File: src/inc/sar_adc_pkg.sv
// constants and types for the successive-approximation converter sequencer
// assumes: one 250 MHz clock, axi4-lite register access, 32-bit data
package sar_adc_pkg;

  // register byte addresses
  localparam logic [7:0] ctrl_addr = 8'h00;
  localparam logic [7:0] result_addr = 8'h04;
  localparam logic [7:0] irq_status_addr = 8'h08;
  localparam logic [7:0] irq_mask_addr = 8'h0c;
  localparam logic [7:0] trial_addr = 8'h10;

  // control register field positions
  localparam int chan_lsb = 0;
  localparam int chan_msb = 1;
  localparam int done_bit = 3;
  localparam int ladder_bit = 4;
  localparam int route_bit = 7;

  // reset values
  localparam logic [7:0] ctrl_reset = 8'h08;
  localparam logic [7:0] result_reset = 8'h00;
  localparam logic [1:0] irq_reset = 2'h0;

  // interrupt status layout
  localparam int irq_done_bit = 0;
  localparam int irq_shared_bit = 1;

  // ladder
  localparam int ladder_steps = 256;
  localparam int res_bits = 8;

  // timing: one machine cycle per bit step; 50 machine cycles is the ceiling
  localparam int clk_mhz = 250;
  localparam int osc_mhz = 8;
  localparam int machine_cycle_ns = 250;
  localparam int max_machine_cycles = 50;
  localparam int step_cycles = machine_cycle_ns * clk_mhz / 1000;
  localparam logic [7:0] step_count = 8'(step_cycles - 1);

  // axi responses
  localparam logic [1:0] resp_okay = 2'h0;
  localparam logic [1:0] resp_slverr = 2'h2;

  typedef enum {idle_st, trial_st, decide_st} seq_state_t;

  typedef struct packed {
    logic [1:0] chan;
    logic ladder_on;
    logic route_adc;
  } ctrl_t;

endpackage : sar_adc_pkg

File: src/hw/sar_adc_sequencer.sv
// successive-approximation converter control with axi4-lite registers
// assumes: comparator answer valid one step after the trial code is shown
//
// Contract
// - ladder splits span into 256 steps
// - code zero gives zero, else n-half step
// - control bits 1:0 pick input channel
// - completion stores result, sets done flag; sets shared flag only when route bit set
// - start leaves shared flag; software clears it
// - writing zero to done bit starts
// - start clears result register to zero
// - msb trial set, kept if below input
// - conversion ends within 50 machine cycles
// - interrupt asserted with completion flag update
// - done bit reads zero throughout conversion
`timescale 1ns/1ps
`default_nettype none

module sar_adc_sequencer
(
  // clock and reset
  input wire logic aclk,
  input wire logic aresetn,
  // axi4-lite write address
  input wire logic [7:0] s_axi_awaddr,
  input wire logic s_axi_awvalid,
  output logic s_axi_awready,
  // axi4-lite write data
  input wire logic [31:0] s_axi_wdata,
  input wire logic [3:0] s_axi_wstrb,
  input wire logic s_axi_wvalid,
  output logic s_axi_wready,
  // axi4-lite write response
  output logic [1:0] s_axi_bresp,
  output logic s_axi_bvalid,
  input wire logic s_axi_bready,
  // axi4-lite read address
  input wire logic [7:0] s_axi_araddr,
  input wire logic s_axi_arvalid,
  output logic s_axi_arready,
  // axi4-lite read data
  output logic [31:0] s_axi_rdata,
  output logic [1:0] s_axi_rresp,
  output logic s_axi_rvalid,
  input wire logic s_axi_rready,
  // analog front end
  input wire logic comp_above,
  output logic [1:0] channel_select,
  output logic [7:0] ladder_code,
  output logic ladder_connect,
  // external interrupt source sharing the request flag
  input wire logic external_interrupt_three,
  // interrupt
  output logic irq
);

  sar_adc_pkg::ctrl_t ctrl;
  sar_adc_pkg::seq_state_t state;
  logic done;
  logic [7:0] result;
  logic [7:0] trial_bit;
  logic [7:0] step_cnt;
  logic [1:0] irq_status;
  logic [1:0] irq_mask;
  logic [7:0] aw_addr;
  logic aw_held;
  logic [31:0] w_data;
  logic [3:0] w_strb;
  logic w_held;
  logic wr_fire;
  logic start;
  logic finish;
  logic ext_prev;
  logic [1:0] irq_set;
  logic [1:0] irq_clr;

  // write channel capture, either order
  assign s_axi_awready = !aw_held && !s_axi_bvalid;
  assign s_axi_wready = !w_held && !s_axi_bvalid;
  assign wr_fire = aw_held && w_held && !s_axi_bvalid;

  always_ff @(posedge aclk)
  begin
    if (!aresetn)
    begin
      aw_held <= 1'b0;
      w_held <= 1'b0;
      aw_addr <= 8'h00;
      w_data <= 32'h0000_0000;
      w_strb <= 4'h0;
    end
    else
    begin
      if (s_axi_awvalid && s_axi_awready)
      begin
        aw_held <= 1'b1;
        aw_addr <= s_axi_awaddr;
      end
      else if (wr_fire)
        aw_held <= 1'b0;
      if (s_axi_wvalid && s_axi_wready)
      begin
        w_held <= 1'b1;
        w_data <= s_axi_wdata;
        w_strb <= s_axi_wstrb;
      end
      else if (wr_fire)
        w_held <= 1'b0;
    end
  end

  // write response
  always_ff @(posedge aclk)
  begin
    if (!aresetn)
    begin
      s_axi_bvalid <= 1'b0;
      s_axi_bresp <= sar_adc_pkg::resp_okay;
    end
    else if (wr_fire)
    begin
      s_axi_bvalid <= 1'b1;
      if (aw_addr == sar_adc_pkg::ctrl_addr || aw_addr == sar_adc_pkg::irq_status_addr
          || aw_addr == sar_adc_pkg::irq_mask_addr)
        s_axi_bresp <= sar_adc_pkg::resp_okay;
      else if (aw_addr == sar_adc_pkg::result_addr || aw_addr == sar_adc_pkg::trial_addr)
        s_axi_bresp <= sar_adc_pkg::resp_okay;
      else
        s_axi_bresp <= sar_adc_pkg::resp_slverr;
    end
    else if (s_axi_bready)
      s_axi_bvalid <= 1'b0;
  end

  assign start = wr_fire && aw_addr == sar_adc_pkg::ctrl_addr && w_strb[0]
                 && !w_data[sar_adc_pkg::done_bit];

  // control register
  always_ff @(posedge aclk)
  begin
    if (!aresetn)
    begin
      ctrl.chan <= sar_adc_pkg::ctrl_reset[sar_adc_pkg::chan_msb:sar_adc_pkg::chan_lsb];
      ctrl.ladder_on <= sar_adc_pkg::ctrl_reset[sar_adc_pkg::ladder_bit];
      ctrl.route_adc <= sar_adc_pkg::ctrl_reset[sar_adc_pkg::route_bit];
    end
    else if (wr_fire && aw_addr == sar_adc_pkg::ctrl_addr && w_strb[0])
    begin
      ctrl.chan <= w_data[sar_adc_pkg::chan_msb:sar_adc_pkg::chan_lsb];
      ctrl.ladder_on <= w_data[sar_adc_pkg::ladder_bit];
      ctrl.route_adc <= w_data[sar_adc_pkg::route_bit];
    end
  end

  assign channel_select = ctrl.chan;
  assign ladder_connect = ctrl.ladder_on;

  // front end maps code n to (n-0.5) steps
  assign ladder_code = result;

  // a restart on the last decide wins, so no flags for the dropped result
  assign finish = !start && state == sar_adc_pkg::decide_st && step_cnt == 8'h00
                  && trial_bit[0];

  // sequencer
  always_ff @(posedge aclk)
  begin
    if (!aresetn)
    begin
      state <= sar_adc_pkg::idle_st;
      result <= sar_adc_pkg::result_reset;
      trial_bit <= 8'h00;
      step_cnt <= 8'h00;
      done <= sar_adc_pkg::ctrl_reset[sar_adc_pkg::done_bit];
    end
    else if (start)
    begin
      result <= 8'h00;
      trial_bit <= 8'h80;
      step_cnt <= sar_adc_pkg::step_count;
      done <= 1'b0;
      state <= sar_adc_pkg::trial_st;
    end
    else
    begin
      case (state)
        sar_adc_pkg::idle_st:
        begin
          step_cnt <= 8'h00;
        end
        sar_adc_pkg::trial_st:
        begin
          result <= result | trial_bit;
          step_cnt <= sar_adc_pkg::step_count;
          state <= sar_adc_pkg::decide_st;
        end
        sar_adc_pkg::decide_st:
        begin
          if (step_cnt != 8'h00)
            step_cnt <= step_cnt - 8'h01;
          else
          begin
            // keep bit only if below input
            if (!comp_above)
              result <= result & ~trial_bit;
            trial_bit <= trial_bit >> 1;
            // 8 steps of one machine cycle
            if (trial_bit[0])
            begin
              done <= 1'b1;
              state <= sar_adc_pkg::idle_st;
            end
            else
              state <= sar_adc_pkg::trial_st;
          end
        end
        default:
          state <= sar_adc_pkg::idle_st;
      endcase
    end
  end

  // shared flag source follows routing bit
  always_ff @(posedge aclk)
  begin
    if (!aresetn)
      ext_prev <= 1'b0;
    else
      ext_prev <= external_interrupt_three;
  end

  always_comb
  begin
    irq_set = 2'h0;
    irq_set[sar_adc_pkg::irq_done_bit] = finish;
    if (ctrl.route_adc)
      irq_set[sar_adc_pkg::irq_shared_bit] = finish;
    else
      irq_set[sar_adc_pkg::irq_shared_bit] = external_interrupt_three && !ext_prev;
    irq_clr = 2'h0;
    if (wr_fire && aw_addr == sar_adc_pkg::irq_status_addr && w_strb[0])
      irq_clr = w_data[1:0];
  end

  always_ff @(posedge aclk)
  begin
    if (!aresetn)
      irq_status <= sar_adc_pkg::irq_reset;
    else
      irq_status <= (irq_status & ~irq_clr) | irq_set;
  end

  always_ff @(posedge aclk)
  begin
    if (!aresetn)
      irq_mask <= sar_adc_pkg::irq_reset;
    else if (wr_fire && aw_addr == sar_adc_pkg::irq_mask_addr && w_strb[0])
      irq_mask <= w_data[1:0];
  end

  assign irq = |(irq_status & irq_mask);

  // read channel
  assign s_axi_arready = !s_axi_rvalid;

  always_ff @(posedge aclk)
  begin
    if (!aresetn)
    begin
      s_axi_rvalid <= 1'b0;
      s_axi_rdata <= 32'h0000_0000;
      s_axi_rresp <= sar_adc_pkg::resp_okay;
    end
    else if (s_axi_arvalid && s_axi_arready)
    begin
      s_axi_rvalid <= 1'b1;
      s_axi_rresp <= sar_adc_pkg::resp_okay;
      s_axi_rdata <= 32'h0000_0000;
      if (s_axi_araddr == sar_adc_pkg::ctrl_addr)
        s_axi_rdata <= {24'h000000, ctrl.route_adc, 2'h0, ctrl.ladder_on, done, 1'b0,
                        ctrl.chan};
      else if (s_axi_araddr == sar_adc_pkg::result_addr)
        s_axi_rdata <= {24'h000000, done ? result : 8'h00};
      else if (s_axi_araddr == sar_adc_pkg::irq_status_addr)
        s_axi_rdata <= {30'h0, irq_status};
      else if (s_axi_araddr == sar_adc_pkg::irq_mask_addr)
        s_axi_rdata <= {30'h0, irq_mask};
      else if (s_axi_araddr == sar_adc_pkg::trial_addr)
        s_axi_rdata <= {24'h000000, result};
      else
        s_axi_rresp <= sar_adc_pkg::resp_slverr;
    end
    else if (s_axi_rready)
      s_axi_rvalid <= 1'b0;
  end

endmodule : sar_adc_sequencer

`default_nettype wire

File: config.mk
export PLATFORM = sky130hd
export DESIGN_NAME = sar_adc_sequencer
export DESIGN_NICKNAME = d
export VERILOG_FILES = /design/src/inc/sar_adc_pkg.sv /design/src/hw/sar_adc_sequencer.sv
export SDC_FILE = /design/constraint.sdc
export NUM_CORES = 1
export LEC_CHECK = 0
export BUFFER_PORTS_ARGS = -buffer_cell sky130_fd_sc_hd__buf_2
export CAP_MARGIN = 10
export CORE_MARGIN = 4
export CORE_UTILIZATION = 35
export DETAILED_ROUTE_END_ITERATION = 10
export HOLD_SLACK_MARGIN = 0.02
export PLACE_DENSITY = 0.6
export RECOVER_POWER = 25
export SLEW_MARGIN = 20
export SYNTH_ARGS = -nofsm -noshare
export SYNTH_HDL_FRONTEND = slang
export SYNTH_SLANG_ARGS = --single-unit
File: constraint.sdc
create_clock -name aclk -period 1.96 [get_ports aclk]
set_input_delay 0.294 -clock aclk [delete_from_list [all_inputs] [get_ports aclk]]
set_output_delay 0.294 -clock aclk [all_outputs]
set_load 0.02 [all_outputs]
==> results of run 1 <==
## timing repair
item,in CTS,in global routing
resized for setup,0,2
buffers inserted,0,0
setup endpoints to repair,0,7
## final cells by class
| type | instances | area [µm²] | area share [%] |
|---|---|---|---|
| Multi-Input combinational cell | 273 | 1620 | 43.5 |
| Inverter | 8 | 30.0 | 0.808 |
| Timing Repair Buffer | 80 | 440 | 11.9 |
| Sequential cell | 64 | 1280 | 34.5 |
| Clock inverter | 6 | 83.8 | 2.26 |
| Tap cell | 108 | 135 | 3.64 |
| Clock buffer | 10 | 128 | 3.44 |
## stage by stage
step / instances / worst slack [ns] / hold slack [ns] / power [mW] / util, %
after CTS: 549 / 0.0488 / 0.167 / 2.92 / 43.1
after floorplan: 392 / 0.0510 / 0.421 / 1.63 / -
after detailed placement: 533 / -0.0521 / 0.454 / 1.70 / 40.6
final: 549 / 0.0832 / 0.183 / 2.89 / 42.8
after global placement: 533 / 0.00907 / 0.450 / 1.70 / 40.6
after global routing: 549 / -0.000503 / 0.170 / 3.02 / 42.8
## per-layer routing
| metal | vias to the layer above | track usage (%) | wire (µm) |
|---|---|---|---|
| li1 | 1390 | - | - |
| met1 | 1253 | 17.9 | 3420 |
| met2 | 81 | 23.3 | 3290 |
| met3 | 13 | 4.10 | 514 |
| met4 | 0 | 5.65 | 122 |
| met5 | - | 0 | 0 |
## cells in the mapped netlist, types with 3 or more instances
| library cell | n | area share [%] |
|---|---|---|
| dfxtp_1 | 64 | 41 |
| nand2_1 | 45 | 5.4 |
| a21oi_1 | 39 | 6.3 |
| nor2_1 | 31 | 3.7 |
| buf_4 | 28 | 6.8 |
| clkbuf_1 | 16 | 1.9 |
| mux2i_1 | 14 | 4.5 |
| a211oi_1 | 8 | 1.9 |
| nand2b_1 | 8 | 1.6 |
| nor3_1 | 8 | 1.3 |
| o21ai_0 | 8 | 1.3 |
| inv_1 | 7 | 0.85 |
| nand3_1 | 7 | 1.1 |
| a21o_1 | 6 | 1.5 |
| o22ai_1 | 6 | 1.2 |
| and2_1 | 5 | 1.0 |
| ha_1 | 5 | 2.0 |
| nor2b_1 | 5 | 1.0 |
| a21boi_0 | 3 | 0.73 |
| a221oi_1 | 3 | 0.85 |
| a31oi_1 | 3 | 0.60 |
| a32o_1 | 3 | 0.97 |
| buf_2 | 3 | 0.48 |
| nor4_1 | 3 | 0.60 |
| o41ai_1 | 3 | 0.85 |
| xor2_1 | 3 | 0.85 |
## final timing paths
kind                                       to  slack [ns]                         from
setup / recovery     step_cnt[6]$_SDFFE_PP0P_        0.08     step_cnt[0]$_SDFFE_PN0P_
hold / removal            ext_prev$_SDFF_PN0_        0.18     external_interrupt_three
setup reg to reg     step_cnt[6]$_SDFFE_PP0P_        0.08     step_cnt[0]$_SDFFE_PN0P_
hold reg to reg   s_axi_bresp[1]$_SDFFE_PN0P_        0.47  s_axi_bresp[1]$_SDFFE_PN0P_
## cells by family (layout without fill, tap and decap cells)
family / Yosys count / count (layout)
adders and majority gates: 5 / 5
muxes: 14 / 14
buffers and inverters: 55 / 104
xor gates and xnor gates: 3 / 3
DFF: 64 / 64
other: 1 / 26
and+or+nand+nor: 133 / 133
AOI/OAI and AO/OA: 92 / 92
## worst register-to-register path: cells and delay by family (launching register included)
| family | cells | cell delay (ns) |
|---|---|---|
| adders and majority gates | 1 | 0.21 |
| DFF | 1 | 0.32 |
| and+or+nand+nor | 1 | 0.61 |
| AOI/OAI and AO/OA | 3 | 0.52 |
| buffers and inverters | 1 | 0.10 |
## power breakdown
group | total [mW] | switching [mW] | internal (mW) | leakage (nW)
logic | 0.301 | 0.189 | 0.111 | 0.891
registers | 1.37 | 0.0292 | 1.34 | 0.520
clock network | 1.23 | 0.513 | 0.712 | 0.110
total | 2.89 | 0.732 | 2.16 | 1.52
==> impl_metrics.yaml, run 1 <==
worst_setup_path:
  critPathMaxStageDelay_ns: 0.61
  worstSetupPathDepth: 6
  reg2reg_depth: 6
  crit_family: "simple AND/OR/NAND/NOR gates"
  crit_path_start_kind: "register"
  worstPathArrival_ns: 2.10
  crit_path_end_kind: "register"
  cp_cell_sequence: "inv_1 -> ha_2 -> or4b_2 -> o21ba_2 -> o31ai_1 -> a21oi_1"
  critPathMaxFanout: 3
  critPathSlowestCell: "or4b_2"
  crit_type: "reg -> reg"
  critPathRequiredTime_ns: 2.19
  crit_buf_inv: 1
placement:
  dpl.hpwl_mm: 5.50
  io_buffers: 57
  place_area_um2: 3530
  place.gp.congestion: 0.794
cells_and_area:
  fill_cells: 885
  mostFrequentLayoutCells: "dfxtp_1, nand2_1, a21oi_1, buf_2, nor2_1"
  layout_commonest_cell: "dfxtp_1"
  area_delta_synth_final_pct: 19.6
  nNetsFinal: 502
  design_area_um2: 3710
  drive_gt1_share_pct: 19.7
  antenna_cells: 0
timing:
  hold_violations: 0
  fin_crit_ns: 1.88
  fin_setup_tns_ns: 0
  slew_violations: 0
  max_freq_ghz: 0.533
  setup_viol: 0
  clock-skew-final_ns: 0.00920
  tightest_slew_ns: 0.571
  period_share_pct: 95.8
  max_slew_margin_pct: 61.7
global_routing:
  grt_max_degree: 20
  grt_pass1_vias: 2609
  grt_pass1_wl_mm: 11.9
  antenna_found_initial: 0
  overflow: 0
  groute.usage.overall_pct: 14.3
clocking:
  cts-root-buf: "clkbuf_8"
  clock_latency_ns: 0.34
  cts_buffers: 9
  cts_hold_buf: 0
  clock_sinks: 64
  cts_tree: "yes"
  cts_buffer_depth: 2
  htreeDepth: 3
  cts.clk_slew.worst_paths_ns: 0.07
synthesis:
  synth_edf_count: 0
  synth-xor-area-share_pct: 0.846
  synth-warning-count: 0
  syn_area_um2: 3110
  avgSynthCellArea_um2: 8.46
  ys_seq_area_share_pct: 41.3
  syn_inst: 367
  ys_async_sr_fraction_pct: 0
  synth_top_family_by_area: "simple AND/OR/NAND/NOR gates"
  synth-compound-area-share_pct: 19.2
  ys_dominant_reg_cell: "dfxtp_1"
  ys_types: 50
  synth-seq-cells: 64
  muxShareOfSynthArea_pct: 4.51
  synthAdderAreaFrac_pct: 2.01
  synth_simple_gate_area_share_pct: 21.9
run:
  drv_cap: 0
route:
  via_per_inst: 4.99
  wirelength_mm: 7.34
  firstDrtPassIters: 4
  wire_per_inst_um: 13.4
  vias: 2737
  drcViolationCount: 0
  drt_iter0_drc: 113
  drtAntennaViolNets: 0
worst_hold_path:
  hold-path-cell-count: 2
  hold_class: "in -> reg"
die:
  die-area_um2: 10400
  ios: 114
  die_h_um: 102
  core_um2: 8680
  die_w_um: 102
  rows: 34
  start_util_pct: 35.8
outcome:
  status: "completed"
power:
  p_leak_nw: 1.52
  power_density_nw_per_um2: 779
  ir_drop_mv: 0.459
Note: power is estimated with default switching activity, not from simulation.
==> run 2: changes to the inputs <==
CAP_MARGIN = 20   (was 10)
CORE_UTILIZATION = 30   (was 35)
PLACE_DENSITY = 0.53   (was 0.6)
==> impl_metrics.yaml, run 2 (synthesis gave the netlist of run 1 again) <==
worst_setup_path:
  cp_cell_sequence: "or4b_4 -> buf_4 -> or3_1 -> mux2i_1 -> nor2_1"
  reg2reg_depth: 5
  critPathMaxStageDelay_ns: 0.54
  crit_buf_inv: 1
  critPathRequiredTime_ns: 2.19
  crit_path_end_kind: "register"
  crit_path_start_kind: "register"
  critPathMaxFanout: 4
  rrSetupSlack_ns: 0.1
  worstPathArrival_ns: 2.09
  crit_family: "simple AND/OR/NAND/NOR gates"
  rr_startpoint: "aw_addr[7]$_SDFFE_PN0P_"
  critPathSlowestCell: "or4b_4"
  startpoint: "aw_addr[7]$_SDFFE_PN0P_"
  rr_endpoint: "channel_select[0]$_SDFFE_PN0N_"
  crit_type: "reg -> reg"
power:
  combPwrFrac_pct: 10.1
  netSwitchingPower_mw: 0.743
  clockPowerShare_pct: 45.0
  pwr-share-seq_pct: 44.9
  power.total_mw: 3.04
  power_density_nw_per_um2: 801
  p_int_mw: 2.30
  switching_share_pct: 24.4
  p_leak_nw: 1.54
  ir_drop_mv: 0.415
timing:
  rsz0062_at_grt: "no"
  fin_crit_ns: 1.86
  slew_violations: 0
  finalWorstSetupSlack_ns: 0.0983
  max_freq_ghz: 0.537
  max_slew_margin_pct: 57.2
  clock-skew-final_ns: 0.00956
  tightest_slew_ns: 0.637
  setup_viol: 0
  hold_violations: 0
  period_share_pct: 95.0
  timing.hold.ws_ns: 0.183
outcome:
  status: "completed"
die:
  rows: 36
  die_w_um: 110
  die-area_um2: 12000
  ios: 114
  start_util_pct: 31.3
  core_um2: 9910
  die_h_um: 110
clocking:
  cts_hold_buf: 0
  htreeDepth: 3
  cts_buffer_depth: 2
  post_cts_buffers: 0
  cts-root-buf: "clkbuf_8"
  cts_tree: "yes"
  cts.clk_slew.worst_paths_ns: 0.07
  cts_resized: 0
  clock_sinks: 64
  cts_buffers: 9
  clock_latency_ns: 0.34
route:
  wire_per_inst_um: 13.2
  firstDrtPassIters: 4
  drcViolationCount: 0
  vias: 2717
  via_per_inst: 4.73
  drtAntennaViolNets: 0
  wirelength_mm: 7.62
  drt_iter0_drc: 103
worst_hold_path:
  hold-path-cell-count: 2
  worstHoldStart: "external_interrupt_three"
  min_to: "ext_prev$_SDFF_PN0_"
  hold_class: "in -> reg"
cells_and_area:
  fin_util_pct: 38.3
  multi_input_area_um2: 1620
  mostFrequentLayoutCells: "dfxtp_1, nand2_1, buf_2"
  antenna_cells: 0
  layout_commonest_cell: "dfxtp_1"
  design_area_um2: 3790
  drive_gt1_share_pct: 21.0
  ff_latch_area_um2: 1280
  fill_cells: 1064
  nNetsFinal: 503
  area_delta_synth_final_pct: 22.2
placement:
  io_buffers: 57
  post-place-ws_ns: -0.0567
  dpl.hpwl_mm: 5.73
  place.gp.congestion: 0.773
  place_area_um2: 3570
global_routing:
  grt_pass1_wl_mm: 12.4
  overflow: 0
  groute.usage.overall_pct: 13.0
  grt_pass1_vias: 2578
  grt_max_degree: 20
  antenna_found_initial: 0
run:
  drv_cap: 0
==> run 2: power groups by stage <==
stage               Clock [mW]  Sequential (mW)  Combinational [mW]
floorplan                    0             1.40               0.231
global placement             0             1.40               0.306
detailed placement           0             1.40               0.310
CTS                       1.41             1.37               0.311
global route              1.47             1.37               0.343
finish                    1.37             1.37               0.307
==> run 2: stage by stage <==
step | cells | TNS, ns
floorplan | 392 | 0
global placement | 559 | -0.0111
detailed placement | 559 | -0.100
CTS | 575 | 0
global route | 575 | 0
finish | 575 | 0
==> run 2: cell type report <==
class                           count  share of cell area [%]
Clock inverter                      7                    3.17
Multi-Input combinational cell    273                    42.8
Inverter                            8                   0.791
Clock buffer                        9                    3.26
Sequential cell                    64                    33.8
Tap cell                          133                    4.39
Timing Repair Buffer               81                    11.9
==> run 2: routing by layer <==
layer  global-route usage (%)  part of all wire [%]  vias up
li1                         -                     -     1386
met1                     17.5                    49     1235
met2                     19.7                    43       85
met3                     4.58                   6.7       11
met4                     3.38                   1.0        0
met5                        0                     0        -
==> run 2: worst register-to-register path, stage by stage (launching register included) <==
cell     delay [ns]
dfxtp_1        0.33
or4b_4         0.54
buf_4          0.16
or3_1          0.49
mux2i_1        0.19
nor2_1         0.05
==> run 2: worst max-delay path by stage <==
stage | endpoint | slack (ns) | cells after the start
global route | step_cnt[6]$_SDFFE_PP0P_ | 0.001 | 6
detailed placement | s_axi_rdata[0]$_SDFFE_PN0P_ | -0.06 | 6
CTS | step_cnt[4]$_SDFFE_PN0P_ | 0.06 | 4
floorplan | step_cnt[5]$_SDFFE_PN0P_ | 0.05 | 5
finish | channel_select[0]$_SDFFE_PN0N_ | 0.1 | 5
global placement | s_axi_rdata[1]$_SDFFE_PN0P_ | -0.006 | 6
==> run 3: changes to the inputs <==
MAX_ROUTING_LAYER = met4   (was unset)
==> impl_metrics.yaml, run 3 (synthesis gave the netlist of run 1 again) <==
global_routing:
  groute.usage.overall_pct: 13.3
  antenna_found_initial: 0
  met2_usage_pct: 19.8
  grtUsageMet3_pct: 4.58
  grt_use_met1_pct: 17.4
  grt_max_degree: 20
  overflow: 0
  grt_pass1_vias: 2570
  busiest_layer: "met2"
  grt_pass1_wl_mm: 12.4
clocking:
  post_cts_buffers: 0
  cts_buffer_depth: 2
  clock_sinks: 64
  cts_tree: "yes"
  htreeDepth: 3
  cts-root-buf: "clkbuf_8"
  cts_hold_buf: 0
  clock_latency_ns: 0.34
  cts.clk_slew.worst_paths_ns: 0.07
  cts_buffers: 9
  cts_resized: 0
power:
  ir_drop_mv: 0.415
  switching_share_pct: 24.5
  p_int_mw: 2.30
  combPwrFrac_pct: 10.1
  clockPowerShare_pct: 45.0
  p_leak_nw: 1.54
  pwr-share-seq_pct: 44.9
  netSwitchingPower_mw: 0.744
  power_density_nw_per_um2: 802
  power.total_mw: 3.04
route:
  wire_per_inst_um: 13.3
  drcViolationCount: 0
  drtAntennaViolNets: 0
  vias: 2720
  firstDrtPassIters: 4
  drt_iter0_drc: 121
  wirelength_mm: 7.62
  via_per_inst: 4.73
placement:
  place.gp.congestion: 0.784
  io_buffers: 57
  post-place-ws_ns: -0.0567
  place_area_um2: 3570
  dpl.hpwl_mm: 5.73
  dp_cells: 559
timing:
  max_slew_margin_pct: 57.4
  tightest_slew_ns: 0.635
  rsz0062_at_grt: "no"
  setup_viol: 0
  slew_violations: 0
  clock-skew-final_ns: 0.00844
  fin_crit_ns: 1.86
  max_freq_ghz: 0.537
  hold_violations: 0
  fin_setup_tns_ns: 0
  timing.hold.ws_ns: 0.183
  finalWorstSetupSlack_ns: 0.0974
  period_share_pct: 95.0
outcome:
  status: "completed"
worst_setup_path:
  critPathMaxFanout: 4
  reg2reg_depth: 5
  critPathRequiredTime_ns: 2.19
  worstPathArrival_ns: 2.09
  crit_type: "reg -> reg"
  crit_path_start_kind: "register"
  crit_path_end_kind: "register"
cells_and_area:
  nNetsFinal: 503
  design_area_um2: 3790
  instances_no_fill: 575
  fin_util_pct: 38.3
  ff_latch_area_um2: 1280
  fill_cells: 1064
  mostFrequentLayoutCells: "dfxtp_1, nand2_1, buf_2"
  area_delta_synth_final_pct: 22.2
  layout_commonest_cell: "dfxtp_1"
  multi_input_area_um2: 1620
  drive_gt1_share_pct: 21.0
  antenna_cells: 0
worst_hold_path:
  hold_class: "in -> reg"
  hold-path-cell-count: 2
run:
  drv_cap: 0
die:
  rows: 36
  ios: 114
  die_w_um: 110
  die_h_um: 110
  start_util_pct: 31.3
  die-area_um2: 12000
  core_um2: 9910
==> run 3: cell counts in the layout (fill, tap and decap cells not counted) <==
Identical to the previous run, type by type.
==> run 3: path summary, 6_finish.rpt <==
path / startpoint / endpoint / slack, ns
setup reg to reg: aw_addr[7]$_SDFFE_PN0P_ / channel_select[0]$_SDFFE_PN0N_ / 0.1
hold / removal: external_interrupt_three / ext_prev$_SDFF_PN0_ / 0.18
setup / recovery: aw_addr[7]$_SDFFE_PN0P_ / channel_select[0]$_SDFFE_PN0N_ / 0.1
hold reg to reg: s_axi_bresp[1]$_SDFFE_PN0P_ / s_axi_bresp[1]$_SDFFE_PN0P_ / 0.46
==> run 3: critical path: stages (launching register included) <==
cell and delay, ns:
dfxtp_1 0.33, or4b_4 0.54, buf_4 0.16, or3_1 0.49, mux2i_1 0.18, nor2_1 0.05
==> run 3: power groups by stage <==
stage / clock (mW) / sequential, mW / combinational (mW)
after CTS: 1.41 / 1.37 / 0.311
after detailed placement: 0 / 1.40 / 0.310
after global routing: 1.47 / 1.37 / 0.342
after floorplan: 0 / 1.40 / 0.231
final: 1.37 / 1.37 / 0.306
after global placement: 0 / 1.40 / 0.306
==> run 3: routing by layer <==
metal  up-vias  share of wire [%]
met5         -                  0
met1      1240                 49
met3         6                6.7
li1       1386                  -
met4         0               0.85
met2        88                 44
==> run 3: layout make-up <==
type                       instances  share of cell area (%)
multi-input combinational        273                    42.8
clock buffer                       9                    3.26
timing repair buffer              81                    11.9
tap                              133                    4.39
inverter                           8                   0.791
clock inverter                     7                    3.17
sequential                        64                    33.8
